**config.mk**
```make
export PLATFORM = sky130hd
export DESIGN_NAME = gdt_twowire_slave
export DESIGN_NICKNAME = d
export VERILOG_FILES = /design/src/core/gdt_pkg.sv /design/src/core/gdt_bus_if.sv /design/src/core/gdt_cond_detect.sv /design/src/core/gdt_twowire_slave.sv
export VERILOG_INCLUDE_DIRS = /design/src /design/src/core
export SDC_FILE = /design/constraint.sdc
export NUM_CORES = 1
export LEC_CHECK = 0
export ABC_AREA = 1
export BUFFER_PORTS_ARGS = -buffer_cell sky130_fd_sc_hd__buf_2
export CAP_MARGIN = 20
export CORE_MARGIN = 1.5
export CORE_UTILIZATION = 45
export CTS_CLUSTER_DIAMETER = 150
export DETAILED_ROUTE_END_ITERATION = 12
export PLACE_DENSITY = 0.68
export SLEW_MARGIN = 20
export SYNTH_ARGS = -nofsm -noshare
export SYNTH_HDL_FRONTEND = slang
export SYNTH_SLANG_ARGS = --single-unit
```
**constraint.sdc**
```tcl
create_clock -name i_sys_clk -period 2.5 [get_ports i_sys_clk]
set_clock_uncertainty 0.1 [all_clocks]
set_input_delay 0.5 -clock i_sys_clk [delete_from_list [all_inputs] [get_ports i_sys_clk]]
set_output_delay 0.5 -clock i_sys_clk [all_outputs]
set_load 0.01 [all_outputs]
```
**src/core/gdt_consts.svh**
```systemverilog
`ifndef GDT_CONSTS_SVH
`define GDT_CONSTS_SVH

// slave address upper six bits, low bit from the address-select pin
`define GDT_ADDR_HI 6'h3A
`define GDT_GCALL_ADDR 8'h00
`define GDT_GCALL_RESET 8'h06
// master code pattern 00001xxx, upper five bits
`define GDT_HS_CODE_HI 5'h01
`define GDT_CODE_W 10
`define GDT_CHANNELS 9
`define GDT_MIDSCALE 10'h200
`define GDT_FULL_SCALE 1024
`define GDT_MAX_PROGRAMS 16
`define GDT_CLK_HZ 10000000
// power-on load time of both banks, microseconds
`define GDT_LOAD_US 560
`define GDT_LOAD_CYC ((`GDT_LOAD_US * (`GDT_CLK_HZ / 1000000)))
// bank switch limit, microseconds; met in a few cycles by construction
`define GDT_SWITCH_US 5
`define GDT_SWITCH_CYC ((`GDT_SWITCH_US * (`GDT_CLK_HZ / 1000000)))

`endif

```
**src/core/gdt_pkg.sv**
```systemverilog
package gdt_pkg;
	typedef logic [9:0] gdt_code_t;
	typedef enum logic [5:0]
	{
		GDT_IDLE = 6'h01,
		GDT_ADDR = 6'h02,
		GDT_AACK = 6'h04,
		GDT_DATA = 6'h08,
		GDT_DACK = 6'h10,
		GDT_SKIP = 6'h20
	} gdt_state_t;
endpackage

```
**src/core/gdt_bus_if.sv**
```systemverilog
interface gdt_bus_if;
	logic scl;
	logic sda;
	logic start;
	logic stop;
	logic scl_rise;
	logic scl_fall;
	modport det
	(
		input scl,
		input sda,
		output start,
		output stop,
		output scl_rise,
		output scl_fall
	);
	modport eng
	(
		output scl,
		output sda,
		input start,
		input stop,
		input scl_rise,
		input scl_fall
	);
endinterface

```
**src/core/gdt_cond_detect.sv**
```systemverilog
`include "gdt_consts.svh"
module gdt_cond_detect
(
	input wire logic i_sys_clk,
	input wire logic i_srst,
	gdt_bus_if.det bus
);
	logic scl_d;
	logic sda_d;
	logic next_scl_d;
	logic next_sda_d;

	always_comb
	begin
		next_scl_d = bus.scl;
		next_sda_d = bus.sda;
	end

	always_ff @(posedge i_sys_clk)
	begin
		if (i_srst)
		begin
			scl_d <= 1'h1;
			sda_d <= 1'h1;
		end
		else
		begin
			scl_d <= next_scl_d;
			sda_d <= next_sda_d;
		end
	end

	assign bus.start = scl_d && bus.scl && sda_d && !bus.sda;
	assign bus.stop = scl_d && bus.scl && !sda_d && bus.sda;
	assign bus.scl_rise = !scl_d && bus.scl;
	assign bus.scl_fall = scl_d && !bus.scl;
endmodule

```
**src/core/gdt_twowire_slave.sv**
```systemverilog
`include "gdt_consts.svh"
module gdt_twowire_slave
(
	input wire logic i_sys_clk,
	input wire logic i_srst,
	input wire logic i_scl,
	input wire logic i_sda,
	output logic o_sda,
	output logic o_sda_oe,
	input wire logic i_address_select_pin,
	input wire logic i_bank_choice_pin,
	input wire logic [89:0] i_nv_bank0,
	input wire logic [89:0] i_nv_bank1,
	input wire logic [8:0] i_nv_programmed0,
	input wire logic [8:0] i_nv_programmed1,
	output logic [79:0] o_gamma_output_channel,
	output logic [9:0] o_common_electrode_output,
	output logic o_hs_mode,
	output logic o_load_busy
);
	// no clock output exists; the clock line is input only
	logic [1:0] scl_sync;
	logic [1:0] sda_sync;
	logic [1:0] a0_sync;
	logic [1:0] bk_sync;
	logic [1:0] next_scl_sync;
	logic [1:0] next_sda_sync;
	logic [1:0] next_a0_sync;
	logic [1:0] next_bk_sync;

	always_comb
	begin
		next_scl_sync = {scl_sync[0], i_scl};
		next_sda_sync = {sda_sync[0], i_sda};
		next_a0_sync = {a0_sync[0], i_address_select_pin};
		next_bk_sync = {bk_sync[0], i_bank_choice_pin};
	end

	always_ff @(posedge i_sys_clk)
	begin
		if (i_srst)
		begin
			scl_sync <= 2'h3;
			sda_sync <= 2'h3;
			a0_sync <= 2'h0;
			bk_sync <= 2'h0;
		end
		else
		begin
			scl_sync <= next_scl_sync;
			sda_sync <= next_sda_sync;
			a0_sync <= next_a0_sync;
			bk_sync <= next_bk_sync;
		end
	end

	gdt_bus_if bus ();
	assign bus.scl = scl_sync[1];
	assign bus.sda = sda_sync[1];

	gdt_cond_detect u_det
	(
		.i_sys_clk(i_sys_clk),
		.i_srst(i_srst),
		.bus(bus)
	);

	gdt_pkg::gdt_state_t state;
	gdt_pkg::gdt_state_t next_state;
	logic [7:0] shreg;
	logic [7:0] next_shreg;
	logic [3:0] bitcnt;
	logic [3:0] next_bitcnt;
	logic ack;
	logic next_ack;
	logic gcall;
	logic next_gcall;
	logic hs;
	logic next_hs;
	logic gc_reset;
	logic [7:0] byte_in;
	logic addr_hit;
	logic hs_code;

	assign byte_in = {shreg[6:0], bus.sda};
	// own address with pin-selected low bit
	assign addr_hit = shreg[7:1] == {`GDT_ADDR_HI, a0_sync[1]};
	assign hs_code = shreg[7:3] == `GDT_HS_CODE_HI;

	always_comb
	begin
		next_state = state;
		next_shreg = shreg;
		next_bitcnt = bitcnt;
		next_ack = ack;
		next_gcall = gcall;
		next_hs = hs;
		gc_reset = 1'h0;
		// any change while clock is high is a condition
		if (bus.stop)
		begin
			next_state = gdt_pkg::GDT_IDLE;
			next_ack = 1'h0;
			next_hs = 1'h0;
		end
		else if (bus.start)
		begin
			// start opens an address byte; hs kept across repeats
			next_state = gdt_pkg::GDT_ADDR;
			next_bitcnt = 4'h0;
			next_ack = 1'h0;
			next_gcall = 1'h0;
		end
		else
		begin
			unique case (state)
				gdt_pkg::GDT_IDLE, gdt_pkg::GDT_SKIP:
				begin
				end
				gdt_pkg::GDT_ADDR, gdt_pkg::GDT_DATA:
				begin
					if (bus.scl_rise)
					begin
						next_shreg = byte_in;
						next_bitcnt = bitcnt + 4'h1;
					end
					// eighth bit done, ack slot follows
					if (bus.scl_fall && bitcnt == 4'h8)
					begin
						next_bitcnt = 4'h0;
						if (state == gdt_pkg::GDT_ADDR)
						begin
							next_state = gdt_pkg::GDT_AACK;
							if (hs_code)
							begin
								next_hs = 1'h1;
								next_ack = 1'h0;
								next_state = gdt_pkg::GDT_SKIP;
							end
							else if (shreg == `GDT_GCALL_ADDR)
							begin
								next_ack = 1'h1;
								next_gcall = 1'h1;
							end
							else if (addr_hit)
								next_ack = 1'h1;
							// ack stays low; ignore until next start
							else
								next_state = gdt_pkg::GDT_SKIP;
						end
						else
						begin
							next_state = gdt_pkg::GDT_DACK;
							next_ack = !gcall || shreg == `GDT_GCALL_RESET;
						end
					end
				end
				gdt_pkg::GDT_AACK, gdt_pkg::GDT_DACK:
				begin
					// hold low through ninth high phase, release on fall
					if (bus.scl_fall)
					begin
						next_ack = 1'h0;
						next_state = gdt_pkg::GDT_DATA;
						// general-call reset acts after its ack
						if (gcall && state == gdt_pkg::GDT_DACK && ack)
							gc_reset = 1'h1;
					end
				end
			endcase
		end
	end

	always_ff @(posedge i_sys_clk)
	begin
		if (i_srst)
		begin
			state <= gdt_pkg::GDT_IDLE;
			shreg <= 8'h00;
			bitcnt <= 4'h0;
			ack <= 1'h0;
			gcall <= 1'h0;
			hs <= 1'h0;
		end
		else
		begin
			state <= next_state;
			shreg <= next_shreg;
			bitcnt <= next_bitcnt;
			ack <= next_ack;
			gcall <= next_gcall;
			hs <= next_hs;
		end
	end

	// open-drain drive low only while acknowledging
	assign o_sda = 1'h0;
	assign o_sda_oe = ack;
	// no mode gating; rates bounded only by sampling
	assign o_hs_mode = hs;

	// power-on and general-call load sequence
	localparam int LOAD_CYC = `GDT_LOAD_CYC;
	logic [12:0] load_cnt;
	logic [12:0] next_load_cnt;
	logic loading;
	logic next_loading;
	gdt_pkg::gdt_code_t store0 [`GDT_CHANNELS];
	gdt_pkg::gdt_code_t store1 [`GDT_CHANNELS];
	gdt_pkg::gdt_code_t next_store0 [`GDT_CHANNELS];
	gdt_pkg::gdt_code_t next_store1 [`GDT_CHANNELS];
	gdt_pkg::gdt_code_t outv [`GDT_CHANNELS];
	gdt_pkg::gdt_code_t next_outv [`GDT_CHANNELS];

	always_comb
	begin
		next_load_cnt = load_cnt;
		next_loading = loading;
		// both banks read over the load time, then outputs updated
		if (gc_reset)
		begin
			next_loading = 1'h1;
			next_load_cnt = 13'h0000;
		end
		else if (loading)
		begin
			if (load_cnt == 13'(LOAD_CYC - 1))
				next_loading = 1'h0;
			else
				next_load_cnt = load_cnt + 13'h0001;
		end
	end

	always_ff @(posedge i_sys_clk)
	begin
		if (i_srst)
		begin
			load_cnt <= 13'h0000;
			loading <= 1'h1;
		end
		else
		begin
			load_cnt <= next_load_cnt;
			loading <= next_loading;
		end
	end

	genvar ch;
	generate
		for (ch = 0; ch < `GDT_CHANNELS; ch++)
		begin : g_ch
			always_comb
			begin
				next_store0[ch] = store0[ch];
				next_store1[ch] = store1[ch];
				if (loading && load_cnt == 13'(LOAD_CYC - 1))
				begin
					next_store0[ch] = i_nv_programmed0[ch] ? i_nv_bank0[ch*10 +: 10] :
						`GDT_MIDSCALE;
					next_store1[ch] = i_nv_programmed1[ch] ? i_nv_bank1[ch*10 +: 10] :
						`GDT_MIDSCALE;
				end
				// midscale from the busy edge until load completes
				if (gc_reset || loading)
					next_outv[ch] = `GDT_MIDSCALE;
				// switch from stored values, no memory reread
				else if (bk_sync[1])
					next_outv[ch] = store1[ch];
				else
					next_outv[ch] = store0[ch];
			end

			always_ff @(posedge i_sys_clk)
			begin
				if (i_srst)
				begin
					store0[ch] <= `GDT_MIDSCALE;
					store1[ch] <= `GDT_MIDSCALE;
					outv[ch] <= `GDT_MIDSCALE;
				end
				else
				begin
					store0[ch] <= next_store0[ch];
					store1[ch] <= next_store1[ch];
					outv[ch] <= next_outv[ch];
				end
			end

			// eight gamma codes, last channel is the common electrode
			// analog level is supply times code over 1024, outside logic
			if (ch < `GDT_CHANNELS - 1)
			begin : g_gamma
				assign o_gamma_output_channel[ch*10 +: 10] = outv[ch];
			end
			else
			begin : g_com
				assign o_common_electrode_output = outv[ch];
			end
		end
	endgenerate

	// memory programming lives outside this block, never issued here
	assign o_load_busy = loading;
endmodule

```
# Yosys cells after proc, flatten, opt, wreduce, memory -nomap -nowiden
# Memory sizes are Yosys's and may differ from the RTL's.
# Cells that the tools add are included.
dict set report word_totals {
  register_bits 45
  mem_bits_rw 270
  input_bits 204
  output_inout_bits 94
  elab_cells 220
  mem_count 3
}
# memory depth word_bits rd rd_ports_with_merged_regs wr line_no
set memory_table {}
lappend memory_table {outv 9 10 9 0 9 gdt_twowire_slave.sv:212} ;# gdt_pkg::gdt_code_t outv [`GDT_CHANNELS];
lappend memory_table {store0 9 10 9 0 9 gdt_twowire_slave.sv:208} ;# gdt_pkg::gdt_code_t store0 [`GDT_CHANNELS];
lappend memory_table {store1 9 10 9 0 9 gdt_twowire_slave.sv:209} ;# gdt_pkg::gdt_code_t store1 [`GDT_CHANNELS];
dict set report op_classes {
  add_sub_neg 2
  n_eq_ne 15
  muxes 116
  bitwise_logic 30
  reduce_logical 39
}
# operator n
set op_table {}
lappend op_table {{two-way mux 10 bit} 81}
lappend op_table {{two-way mux 6 bit} 6}
lappend op_table {{OR 1 bit} 27}
lappend op_table {{two-way mux 1 bit} 22}
lappend op_table {{two-way mux 4 bit} 4}
lappend op_table {{adder 13 x 1 -> 13 bit (second input constant)} 1}
lappend op_table {{equality test 13 bit (second input constant)} 1}
lappend op_table {{one-hot mux 6 bit (2 select lines)} 1}
lappend op_table {{logical AND 1 bit} 11}
lappend op_table {{nonzero test 2 bit} 5}
lappend op_table {{AND reduction 3 bit} 3}
lappend op_table {{equality test 8 x 3 -> 1 bit (second input constant)} 1}
lappend op_table {{logical NOT 8 bit} 1}
lappend op_table {{AND reduction 4 bit} 2}
lappend op_table {{OR reduction 2 bit} 4}
lappend op_table {{equality test 7 bit} 1}
lappend op_table {{equality test 6 x 2 -> 1 bit (second input constant)} 1}
lappend op_table {{equality test 6 x 3 -> 1 bit (second input constant)} 1}
lappend op_table {{equality test 6 x 4 -> 1 bit (second input constant)} 1}
lappend op_table {{equality test 6 x 5 -> 1 bit (second input constant)} 1}
lappend op_table {{inequality test 2 bit (second input constant)} 3}
lappend op_table {{inequality test 3 bit (second input constant)} 2}
lappend op_table {{AND reduction 6 bit} 1}
lappend op_table {{nonzero test 3 bit} 2}
lappend op_table {{12 further kinds} 19}

# Longest topological paths before layout
# Gate-level depths: netlist (run 1).
dict set report logic_depth {
  depth_word 11
  depth_mapped 11
  ltp_nobuf 11
}

# Cells and area by module
# A second synthesis (run 1) with hierarchy kept.
dict set report unflattened {
  hier_cells 2023
  hier_area_um2 13392.8
}
# module n_inst cells_each area_per_inst_um2 seq_area_each_um2
set modules_own_cells {}
lappend modules_own_cells {gdt_twowire_slave 1 2007 13300.3 6266.0}
lappend modules_own_cells {gdt_cond_detect 1 16 92.6 40.0}

# Least setup slack after synthesis (run 1)
# OpenSTA, ideal clock, no wires.
dict set report synth_timing {
  path_type {flip-flop to flip-flop}
  startpoint {register load_cnt[0]}
  endpoint {memory store0[1][0] in the netlist's numbering}
  setup_time_ns 0.119
  t_arrival_ns 1.550
  required_ns 2.281
  path_slack_ns 0.730
  stages_incl_launch_ff 12
  path_buffers 3
  period_less_slack_ns 1.770
  path_cell_list {dfxtp_1 -> ha_1 -> nand2_1 -> nor2_1 -> nand2_1 -> nor2_2 -> buf_4 -> buf_4 -> buf_4 -> nand3_1 -> nand2_1 -> a21oi_1}
}
# element line_no
set synth_rtl {}
lappend synth_rtl {{from (decl)} gdt_twowire_slave.sv:204} ;# logic [12:0] load_cnt;
lappend synth_rtl {{from (signal assigned)} gdt_twowire_slave.sv:243} ;# load_cnt <= next_load_cnt;
lappend synth_rtl {{to (decl)} gdt_twowire_slave.sv:208}

==> results of run 1 <==
## sequential cells by signal, summed over array words and instances (netlist names), 4 cells and up
name	flops
store1	90
shreg	8
state	6
load_cnt	13
bitcnt	4
store0	90
outv	90
## layer usage
| layer | GRT usage | vias to the layer above |
|---|---|---|
| met5 | 0 | - |
| met4 | 0.09783 | 0 |
| met3 | 0.03716 | 69 |
| met2 | 0.3863 | 440 |
| met1 | 0.3192 | 5683 |
| li1 | - | 6319 |
## critical path, stage by stage, from the launching register on
cell and delay (ps):
sky130_fd_sc_hd__dfxtp_1 320, sky130_fd_sc_hd__nor2_1 190, sky130_fd_sc_hd__nand3_1 140, sky130_fd_sc_hd__nor4_1 420, sky130_fd_sc_hd__nor2_1 170, sky130_fd_sc_hd__nand2_4 90
sky130_fd_sc_hd__buf_4 510, sky130_fd_sc_hd__nor2_1 130
## through the flow
stage / utilization / instances / area, um2 / setup slack (ps) / total power [mW]
global route: 0.5561 / 2503 / 15920 / 70.49 / 11.29
CTS: 0.5559 / 2501 / 15910 / 309.1 / 11.01
finish: 0.5561 / 2503 / 15920 / 259.5 / 10.95
global placement: 0.5135 / 2440 / 14700 / 322.3 / 5.688
detailed placement: 0.5135 / 2440 / 14700 / 322.8 / 5.687
floorplan: - / 1872 / 13020 / 730.4 / 5.419
## kinds of logic after synthesis
| kind of cell | Yosys count | share of synthesized area |
|---|---|---|
| AO/OA/AOI/OAI | 322 | 0.1238 |
| XOR/XNOR | 8 | 0.005381 |
| AND/OR/NAND/NOR | 861 | 0.2722 |
| adder cells (fa/ha/maj) | 3 | 0.002883 |
| buffers and inverters | 362 | 0.1112 |
| other | 1 | 0.0002880 |
| flip-flops | 315 | 0.4842 |
## Yosys cell counts, drive strengths merged
library cell,count
dfxtp,315
nor4,2
clkinv,1
nand4,18
ha,3
a31oi,1
xnor2,1
or2,4
clkbuf,74
nand3,180
nor2,223
xor2,7
conb,1
buf,57
nor3,12
a21oi,288
o21ai,33
inv,230
nand2,422
## power by group through the flow
stage	sequential [mW]	combinational [mW]	clock (mW)
2_1_floorplan	5.15	0.268	0
3_3_place_gp	5.16	0.529	0
3_5_place_dp	5.16	0.528	0
4_1_cts	5.05	0.531	5.43
5_1_grt	5.05	0.591	5.65
6_report	5.05	0.532	5.37
## cell type report
type,instances,area (um2)
Fill cell,2806,12710
Sequential cell,315,6314
Multi-Input combinational cell,1195,5295
Timing Repair Buffer,315,1737
Clock buffer,49,1051
Inverter,231,872.1
Tap cell,384,480.5
Clock inverter,12,163.9
Antenna cell,2,5.005
## final timing paths
path,start,to,slack [ps],cells after the start
worst max-delay path,state[1],outv[4][0],260,7
worst min-delay path,i_sda,sda_sync[0],70,2
worst max register to register,state[1],outv[4][0],260,7
worst min register to register,bk_sync[0],bk_sync[1],300,2
==> results_tabular.tex, run 1 <==
\begin{tabular}{lr}
\hline
Metric & Value \\
\hline
\multicolumn{2}{l}{\textbf{STA}} \\
\quad Achievable frequency & 446.3 MHz \\
\quad Final Hold Violating Endpoints & 0 \\
\quad Unrepaired setup endpoints after global routing & no \\
\quad Final hold slack & 72.14 ps \\
\quad Total setup violations reported at the end of the flow & 0 \\
\quad Fin crit share & 0.8962 \\
\quad Post-Route Setup TNS & 0 ps \\
\quad Relative max-transition margin & 0.5829 \\
\quad Period minus WS final & 2240 ps \\
\quad Final slew viol count & 0 \\
\quad Slew of the pin with the lowest slew margin & 620.8 ps \\
\multicolumn{2}{l}{\textbf{Clocking}} \\
\quad CTS tree & done \\
\quad H-Tree Level Count & 2 \\
\quad Total clock buffers created by CTS & 34 \\
\quad Buffers inserted during post-CTS setup optimization & 0 \\
\quad Clk Latency, worst-skew pair & 510 ps \\
\quad Clock Path Buffers & 3 \\
\quad Resize count post-CTS & 0 \\
\quad Count of clock tree sinks & 315 \\
\quad Cell at the root of the clock tree & sky130\_fd\_sc\_hd\_\_clkbuf\_16 \\
\quad Reg clk slew, reported paths & 60 ps \\
\quad Quantity of hold-fixing buffers added after cts & 0 \\
\multicolumn{2}{l}{\textbf{Job}} \\
\quad Max-cap violations & 0 \\
\multicolumn{2}{l}{\textbf{Final layout}} \\
\quad Layout overhead on the synthesized area & 22.23\% \\
\quad Most common library cell in the layout ignoring fill and taps & sky130\_fd\_sc\_hd\_\_nand2\_1 \\
\quad Total Nets Final & 2299 \\
\quad Most frequent cells in the layout & 420 x sky130\_fd\_sc\_hd\_\_nand2\_1, 313 x sky130\_fd\_sc\_hd\_\_dfxtp\_1, 296 x sky130\_fd\_sc\_hd\_\_buf\_2 \\
\quad Layout cell share with drive strength beyond 1 & 0.1819 \\
\multicolumn{2}{l}{\textbf{Yosys}} \\
\quad Yosys top cell by area & sky130\_fd\_sc\_hd\_\_dfxtp\_1 \\
\quad Yosys warnings & 0 \\
\quad Count of mapped cells out of synthesis & 1872 \\
\quad Portion of the post-synthesis area used by sequential elements & 0.4842 \\
\quad Dominant cells by area after synthesis & sky130\_fd\_sc\_hd\_\_dfxtp\_1 48\%, sky130\_fd\_sc\_hd\_\_nand2\_1 12\%, sky130\_fd\_sc\_hd\_\_a21oi\_1 11\%, sky130\_fd\_sc\_hd\_\_nand3\_1 6.9\%, sky130\_fd\_sc\_hd\_\_inv\_1 6.6\% \\
\quad Synth Register Bits & 315 \\
\quad Synth Cell Area & 13020 um2 \\
\quad Syn Nets & 2079 \\
\quad Fraction of synthesized cell area taken by the top area cell type & 0.4842 \\
\quad Mean instance size in the synthesized netlist & 6.956 um2 \\
\quad Synth cell types & 25 \\
\multicolumn{2}{l}{\textbf{Power and ir drop}} \\
\quad Switching power total & 2.372 mW \\
\quad Internal power & 8.574 mW \\
\quad Leakage power figure & 6.991 nW \\
\quad Combinational share of power & 0.049 \\
\quad Clock network power share & 0.490 \\
\quad Sequential cell fraction of total power & 0.461 \\
\quad Switching part of the total power & 0.2167 \\
\quad VDD IR-drop max & 366.2 uV \\
\quad Power per standard cell area & 687.7 nW/um2 \\
\multicolumn{2}{l}{\textbf{Routing}} \\
\quad Detailed-routing wirelength on met1 & 16.50 mm \\
\quad First-pass iteration count of the detailed router & 5 \\
\quad DR vias & 12510 \\
\quad Highest routed layer & met4 \\
\quad Via-to-Cell Ratio & 4.998 \\
\quad Detail-routed net length per standard cell & 14.70 um \\
\quad Met2 wirelength from detailed routing & 16.71 mm \\
\quad Initial DRC count & 901 \\
\quad Amount of wire on met3 after detailed routing & 2.362 mm \\
\quad Post-DRT Antenna Nets & 0 \\
\quad Routed wire length & 36.79 mm \\
\quad Final routed DRC violation total & 0 \\
\multicolumn{2}{l}{\textbf{Place}} \\
\quad Half-perimeter wire length after detailed placement & 25.03 mm \\
\quad Last weighted congestion value of the routability-driven placer & 0.8931 \\
\quad Count of input and output buffers & 296 \\
\multicolumn{2}{l}{\textbf{Worst setup path}} \\
\quad Worst Path Class, Setup & register to register \\
\quad Startpoint Class & register \\
\quad CP arrival & 2510 ps \\
\quad Largest fanout on the critical path & 49 \\
\quad Critical path required time & 2760 ps \\
\quad Setup crit end kind & register \\
\multicolumn{2}{l}{\textbf{GRT}} \\
\quad Largest net degree at the start of global routing & 97 \\
\quad Via count of the first global-routing pass & 11420 \\
\quad Global-route wire length before repair & 58.33 mm \\
\quad Global-route usage over all layers & 0.2388 \\
\quad Initial antenna violation count & 2 \\
\quad Overall overflow remaining after global route & 0 \\
\multicolumn{2}{l}{\textbf{Run status}} \\
\quad Run status & completed \\
\multicolumn{2}{l}{\textbf{Worst hold path}} \\
\quad Class of the worst hold path & input port to register \\
\multicolumn{2}{l}{\textbf{Die}} \\
\quad Height of the die & 173.1 um \\
\quad Die Span X & 173.1 um \\
\quad Initial cell density of the core & 0.4549 \\
\quad Std-Cell Core Area & 28630 um2 \\
\quad Io pins & 298 \\
\quad Number of rows in the core area & 62 \\
\quad Floorplan die area & 29970 um2 \\
\hline
\end{tabular}
Note: power is estimated with default switching activity, not from simulation.
==> inputs of run 2 (changes only) <==
--- a/config.mk
+++ b/config.mk
@@ -13,7 +13,7 @@
 export CORE_UTILIZATION = 45
 export CTS_CLUSTER_DIAMETER = 150
 export DETAILED_ROUTE_END_ITERATION = 12
-export PLACE_DENSITY = 0.68
+export PLACE_DENSITY = 0.66
 export SLEW_MARGIN = 20
 export SYNTH_ARGS = -nofsm -noshare
 export SYNTH_HDL_FRONTEND = slang
==> results_tabular.tex, run 2 (synthesis results as in run 1) <==
\begin{tabular}{lr}
\hline
Metric & Value \\
\hline
\multicolumn{2}{l}{\textbf{Run status}} \\
\quad Run status & completed \\
\multicolumn{2}{l}{\textbf{Power and ir drop}} \\
\quad Internal power & 8.328 mW (-2.9\%) \\
\quad Leakage power figure & 6.983 nW (-0.10\%) \\
\quad VDD IR-drop max & 394.8 uV (+7.8\%) \\
\quad Switching power total & 2.302 mW (-2.9\%) \\
\quad Switching part of the total power & 0.2165 (about the same) \\
\quad Clock network power share & 0.475 (-0.015) \\
\quad Power per standard cell area & 667.8 nW/um2 (-2.9\%) \\
\quad Sequential cell fraction of total power & 0.475 (+0.014) \\
\quad Combinational share of power & 0.050 (about the same) \\
\multicolumn{2}{l}{\textbf{GRT}} \\
\quad Initial antenna violation count & 5 (+3) \\
\quad Global-route usage over all layers & 0.2394 (+0.0005694) \\
\quad Via count of the first global-routing pass & 11430 (+0.11\%) \\
\quad Overall overflow remaining after global route & 0 (unchanged) \\
\quad Largest net degree at the start of global routing & 69 (-29\%) \\
\quad Global-route wire length before repair & 58.52 mm (+0.33\%) \\
\multicolumn{2}{l}{\textbf{Clocking}} \\
\quad Reg clk slew, reported paths & 60 ps (about the same) \\
\quad Quantity of hold-fixing buffers added after cts & 0 (unchanged) \\
\quad Resize count post-CTS & 0 (unchanged) \\
\quad Clock Path Buffers & 3 (unchanged) \\
\quad Clk Latency, worst-skew pair & 510 ps (about the same) \\
\quad H-Tree Level Count & 2 (unchanged) \\
\quad CTS tree & done \\
\quad Total clock buffers created by CTS & 34 (unchanged) \\
\quad Cell at the root of the clock tree & sky130\_fd\_sc\_hd\_\_clkbuf\_16 \\
\quad Count of clock tree sinks & 315 (unchanged) \\
\quad Buffers inserted during post-CTS setup optimization & 0 (unchanged) \\
\multicolumn{2}{l}{\textbf{Worst setup path}} \\
\quad Startpoint Class & register \\
\quad Largest fanout on the critical path & 48 (-2.0\%) \\
\quad CP arrival & 2540 ps (+30 ps) \\
\quad Critical path required time & 2830 ps (+70 ps) \\
\quad Worst Path Class, Setup & register to register \\
\quad Setup crit end kind & register \\
\multicolumn{2}{l}{\textbf{Routing}} \\
\quad Routed wire length & 36.66 mm (-0.38\%) \\
\quad First-pass iteration count of the detailed router & 5 (unchanged) \\
\quad Final routed DRC violation total & 0 (unchanged) \\
\quad Post-DRT Antenna Nets & 0 (unchanged) \\
\quad Detail-routed net length per standard cell & 14.59 um (-0.73\%) \\
\quad Via-to-Cell Ratio & 4.947 (-1.0\%) \\
\quad DR vias & 12430 (-0.67\%) \\
\quad Initial DRC count & 1299 (+44\%) \\
\multicolumn{2}{l}{\textbf{STA}} \\
\quad Final hold slack & 80.00 ps (+7.865 ps) \\
\quad Unrepaired setup endpoints after global routing & no \\
\quad Fin crit share & 0.8856 (-0.01059) \\
\quad Relative max-transition margin & 0.6010 (+0.01804) \\
\quad Post-Route Setup TNS & 0 ps (unchanged) \\
\quad Slew of the pin with the lowest slew margin & 597.9 ps (-22.92 ps) \\
\quad Achievable frequency & 451.7 MHz (+1.2\%) \\
\quad Final Hold Violating Endpoints & 0 (unchanged) \\
\quad Total setup violations reported at the end of the flow & 0 (unchanged) \\
\quad Final worst-path setup slack & 286.0 ps (+26.48 ps) \\
\quad Period minus WS final & 2214 ps (-26.48 ps) \\
\quad Final slew viol count & 0 (unchanged) \\
\multicolumn{2}{l}{\textbf{Die}} \\
\quad Floorplan die area & 29970 um2 (unchanged) \\
\quad Number of rows in the core area & 62 (unchanged) \\
\quad Initial cell density of the core & 0.4549 (unchanged) \\
\quad Height of the die & 173.1 um (unchanged) \\
\quad Io pins & 298 (unchanged) \\
\quad Std-Cell Core Area & 28630 um2 (unchanged) \\
\quad Die Span X & 173.1 um (unchanged) \\
\multicolumn{2}{l}{\textbf{Final layout}} \\
\quad Largest registers ranked by flip-flop count & outv (90), store0 (90), store1 (90) \\
\quad Layout overhead on the synthesized area & 22.23\% (unchanged) \\
\quad Layout cell share with drive strength beyond 1 & 0.1813 (-0.0005994) \\
\quad Total Nets Final & 2305 (+0.26\%) \\
\quad Most common library cell in the layout ignoring fill and taps & sky130\_fd\_sc\_hd\_\_nand2\_1 \\
\quad Most frequent cells in the layout & 420 x sky130\_fd\_sc\_hd\_\_nand2\_1, 313 x sky130\_fd\_sc\_hd\_\_dfxtp\_1, 296 x sky130\_fd\_sc\_hd\_\_buf\_2 \\
\multicolumn{2}{l}{\textbf{Place}} \\
\quad Place WS & 330.7 ps (+7.863 ps) \\
\quad Last weighted congestion value of the routability-driven placer & 0.8839 (-1.0\%) \\
\quad Count of input and output buffers & 296 (unchanged) \\
\quad Half-perimeter wire length after detailed placement & 25.48 mm (+1.8\%) \\
\multicolumn{2}{l}{\textbf{Job}} \\
\quad Max-cap violations & 0 (unchanged) \\
\multicolumn{2}{l}{\textbf{Worst hold path}} \\
\quad Class of the worst hold path & input port to register \\
\hline
\end{tabular}
-- run 2: cell types whose count changed in the layout (fill, tap and decap cells not counted) --
cell,before,now
sky130_fd_sc_hd__clkinv_4,1,0
sky130_fd_sc_hd__bufinv_16,4,2
sky130_fd_sc_hd__clkbuf_1,4,11
sky130_fd_sc_hd__diode_2,2,4
sky130_fd_sc_hd__buf_4,10,14
sky130_fd_sc_hd__buf_12,9,11
sky130_fd_sc_hd__clkbuf_8,8,6
sky130_fd_sc_hd__clkinv_2,7,6
-- run 2: per-stage QoR --
step                      cell area, um2  power [mW]    util  std cells
after global placement             14770       5.685  0.5159       2446
after global routing               15920       11.01  0.5560       2511
final                              15920       10.63  0.5561       2512
after detailed placement           14770       5.687  0.5159       2446
after floorplan                    13020       5.419       -       1872
after CTS                          15910       10.73  0.5557       2508
-- run 2: power groups by stage --
stage / combinational (mW) / sequential (mW) / clock (mW)
floorplan: 0.268 / 5.15 / 0
global placement: 0.527 / 5.16 / 0
detailed placement: 0.528 / 5.16 / 0
CTS: 0.532 / 5.05 / 5.15
global route: 0.591 / 5.05 / 5.37
finish: 0.530 / 5.05 / 5.05
-- run 2: metal layers --
layer,global-route usage,vias to the layer above,part of all wire
met4,0.07754,4,0.028
met5,0,-,0.00065
met3,0.04727,69,0.067
met1,0.3265,5618,0.45
met2,0.3812,408,0.45
li1,-,6328,-
-- run 2: final cells by class --
cell class / count / area [um2]
timing repair buffer: 321 / 1807
multi-input combinational: 1195 / 5295
clock buffer: 54 / 1050
clock inverter: 8 / 90.09
sequential: 315 / 6314
inverter: 231 / 872.1
antenna: 4 / 10.01
tap: 384 / 480.5
fill: 2791 / 12710
-- run 2: worst paths after layout --
kind	start	end	slack (ps)	cells past startpoint
hold reg to reg	bk_sync[0]	bk_sync[1]	300	2
setup / recovery	load_cnt[0]	store1[6][5]	290	8
hold / removal	i_scl	scl_sync[0]	80	2
setup reg to reg	load_cnt[0]	store1[6][5]	290	8
-- run 2: critical path, stage by stage, from the launching register on --
cell,delay (ps)
sky130_fd_sc_hd__dfxtp_1,390
sky130_fd_sc_hd__ha_1,270
sky130_fd_sc_hd__nand2_1,100
sky130_fd_sc_hd__nor2_1,110
sky130_fd_sc_hd__nand2_1,90
sky130_fd_sc_hd__nor2_4,300
sky130_fd_sc_hd__nand2_8,190
sky130_fd_sc_hd__buf_4,320
sky130_fd_sc_hd__a21oi_1,220
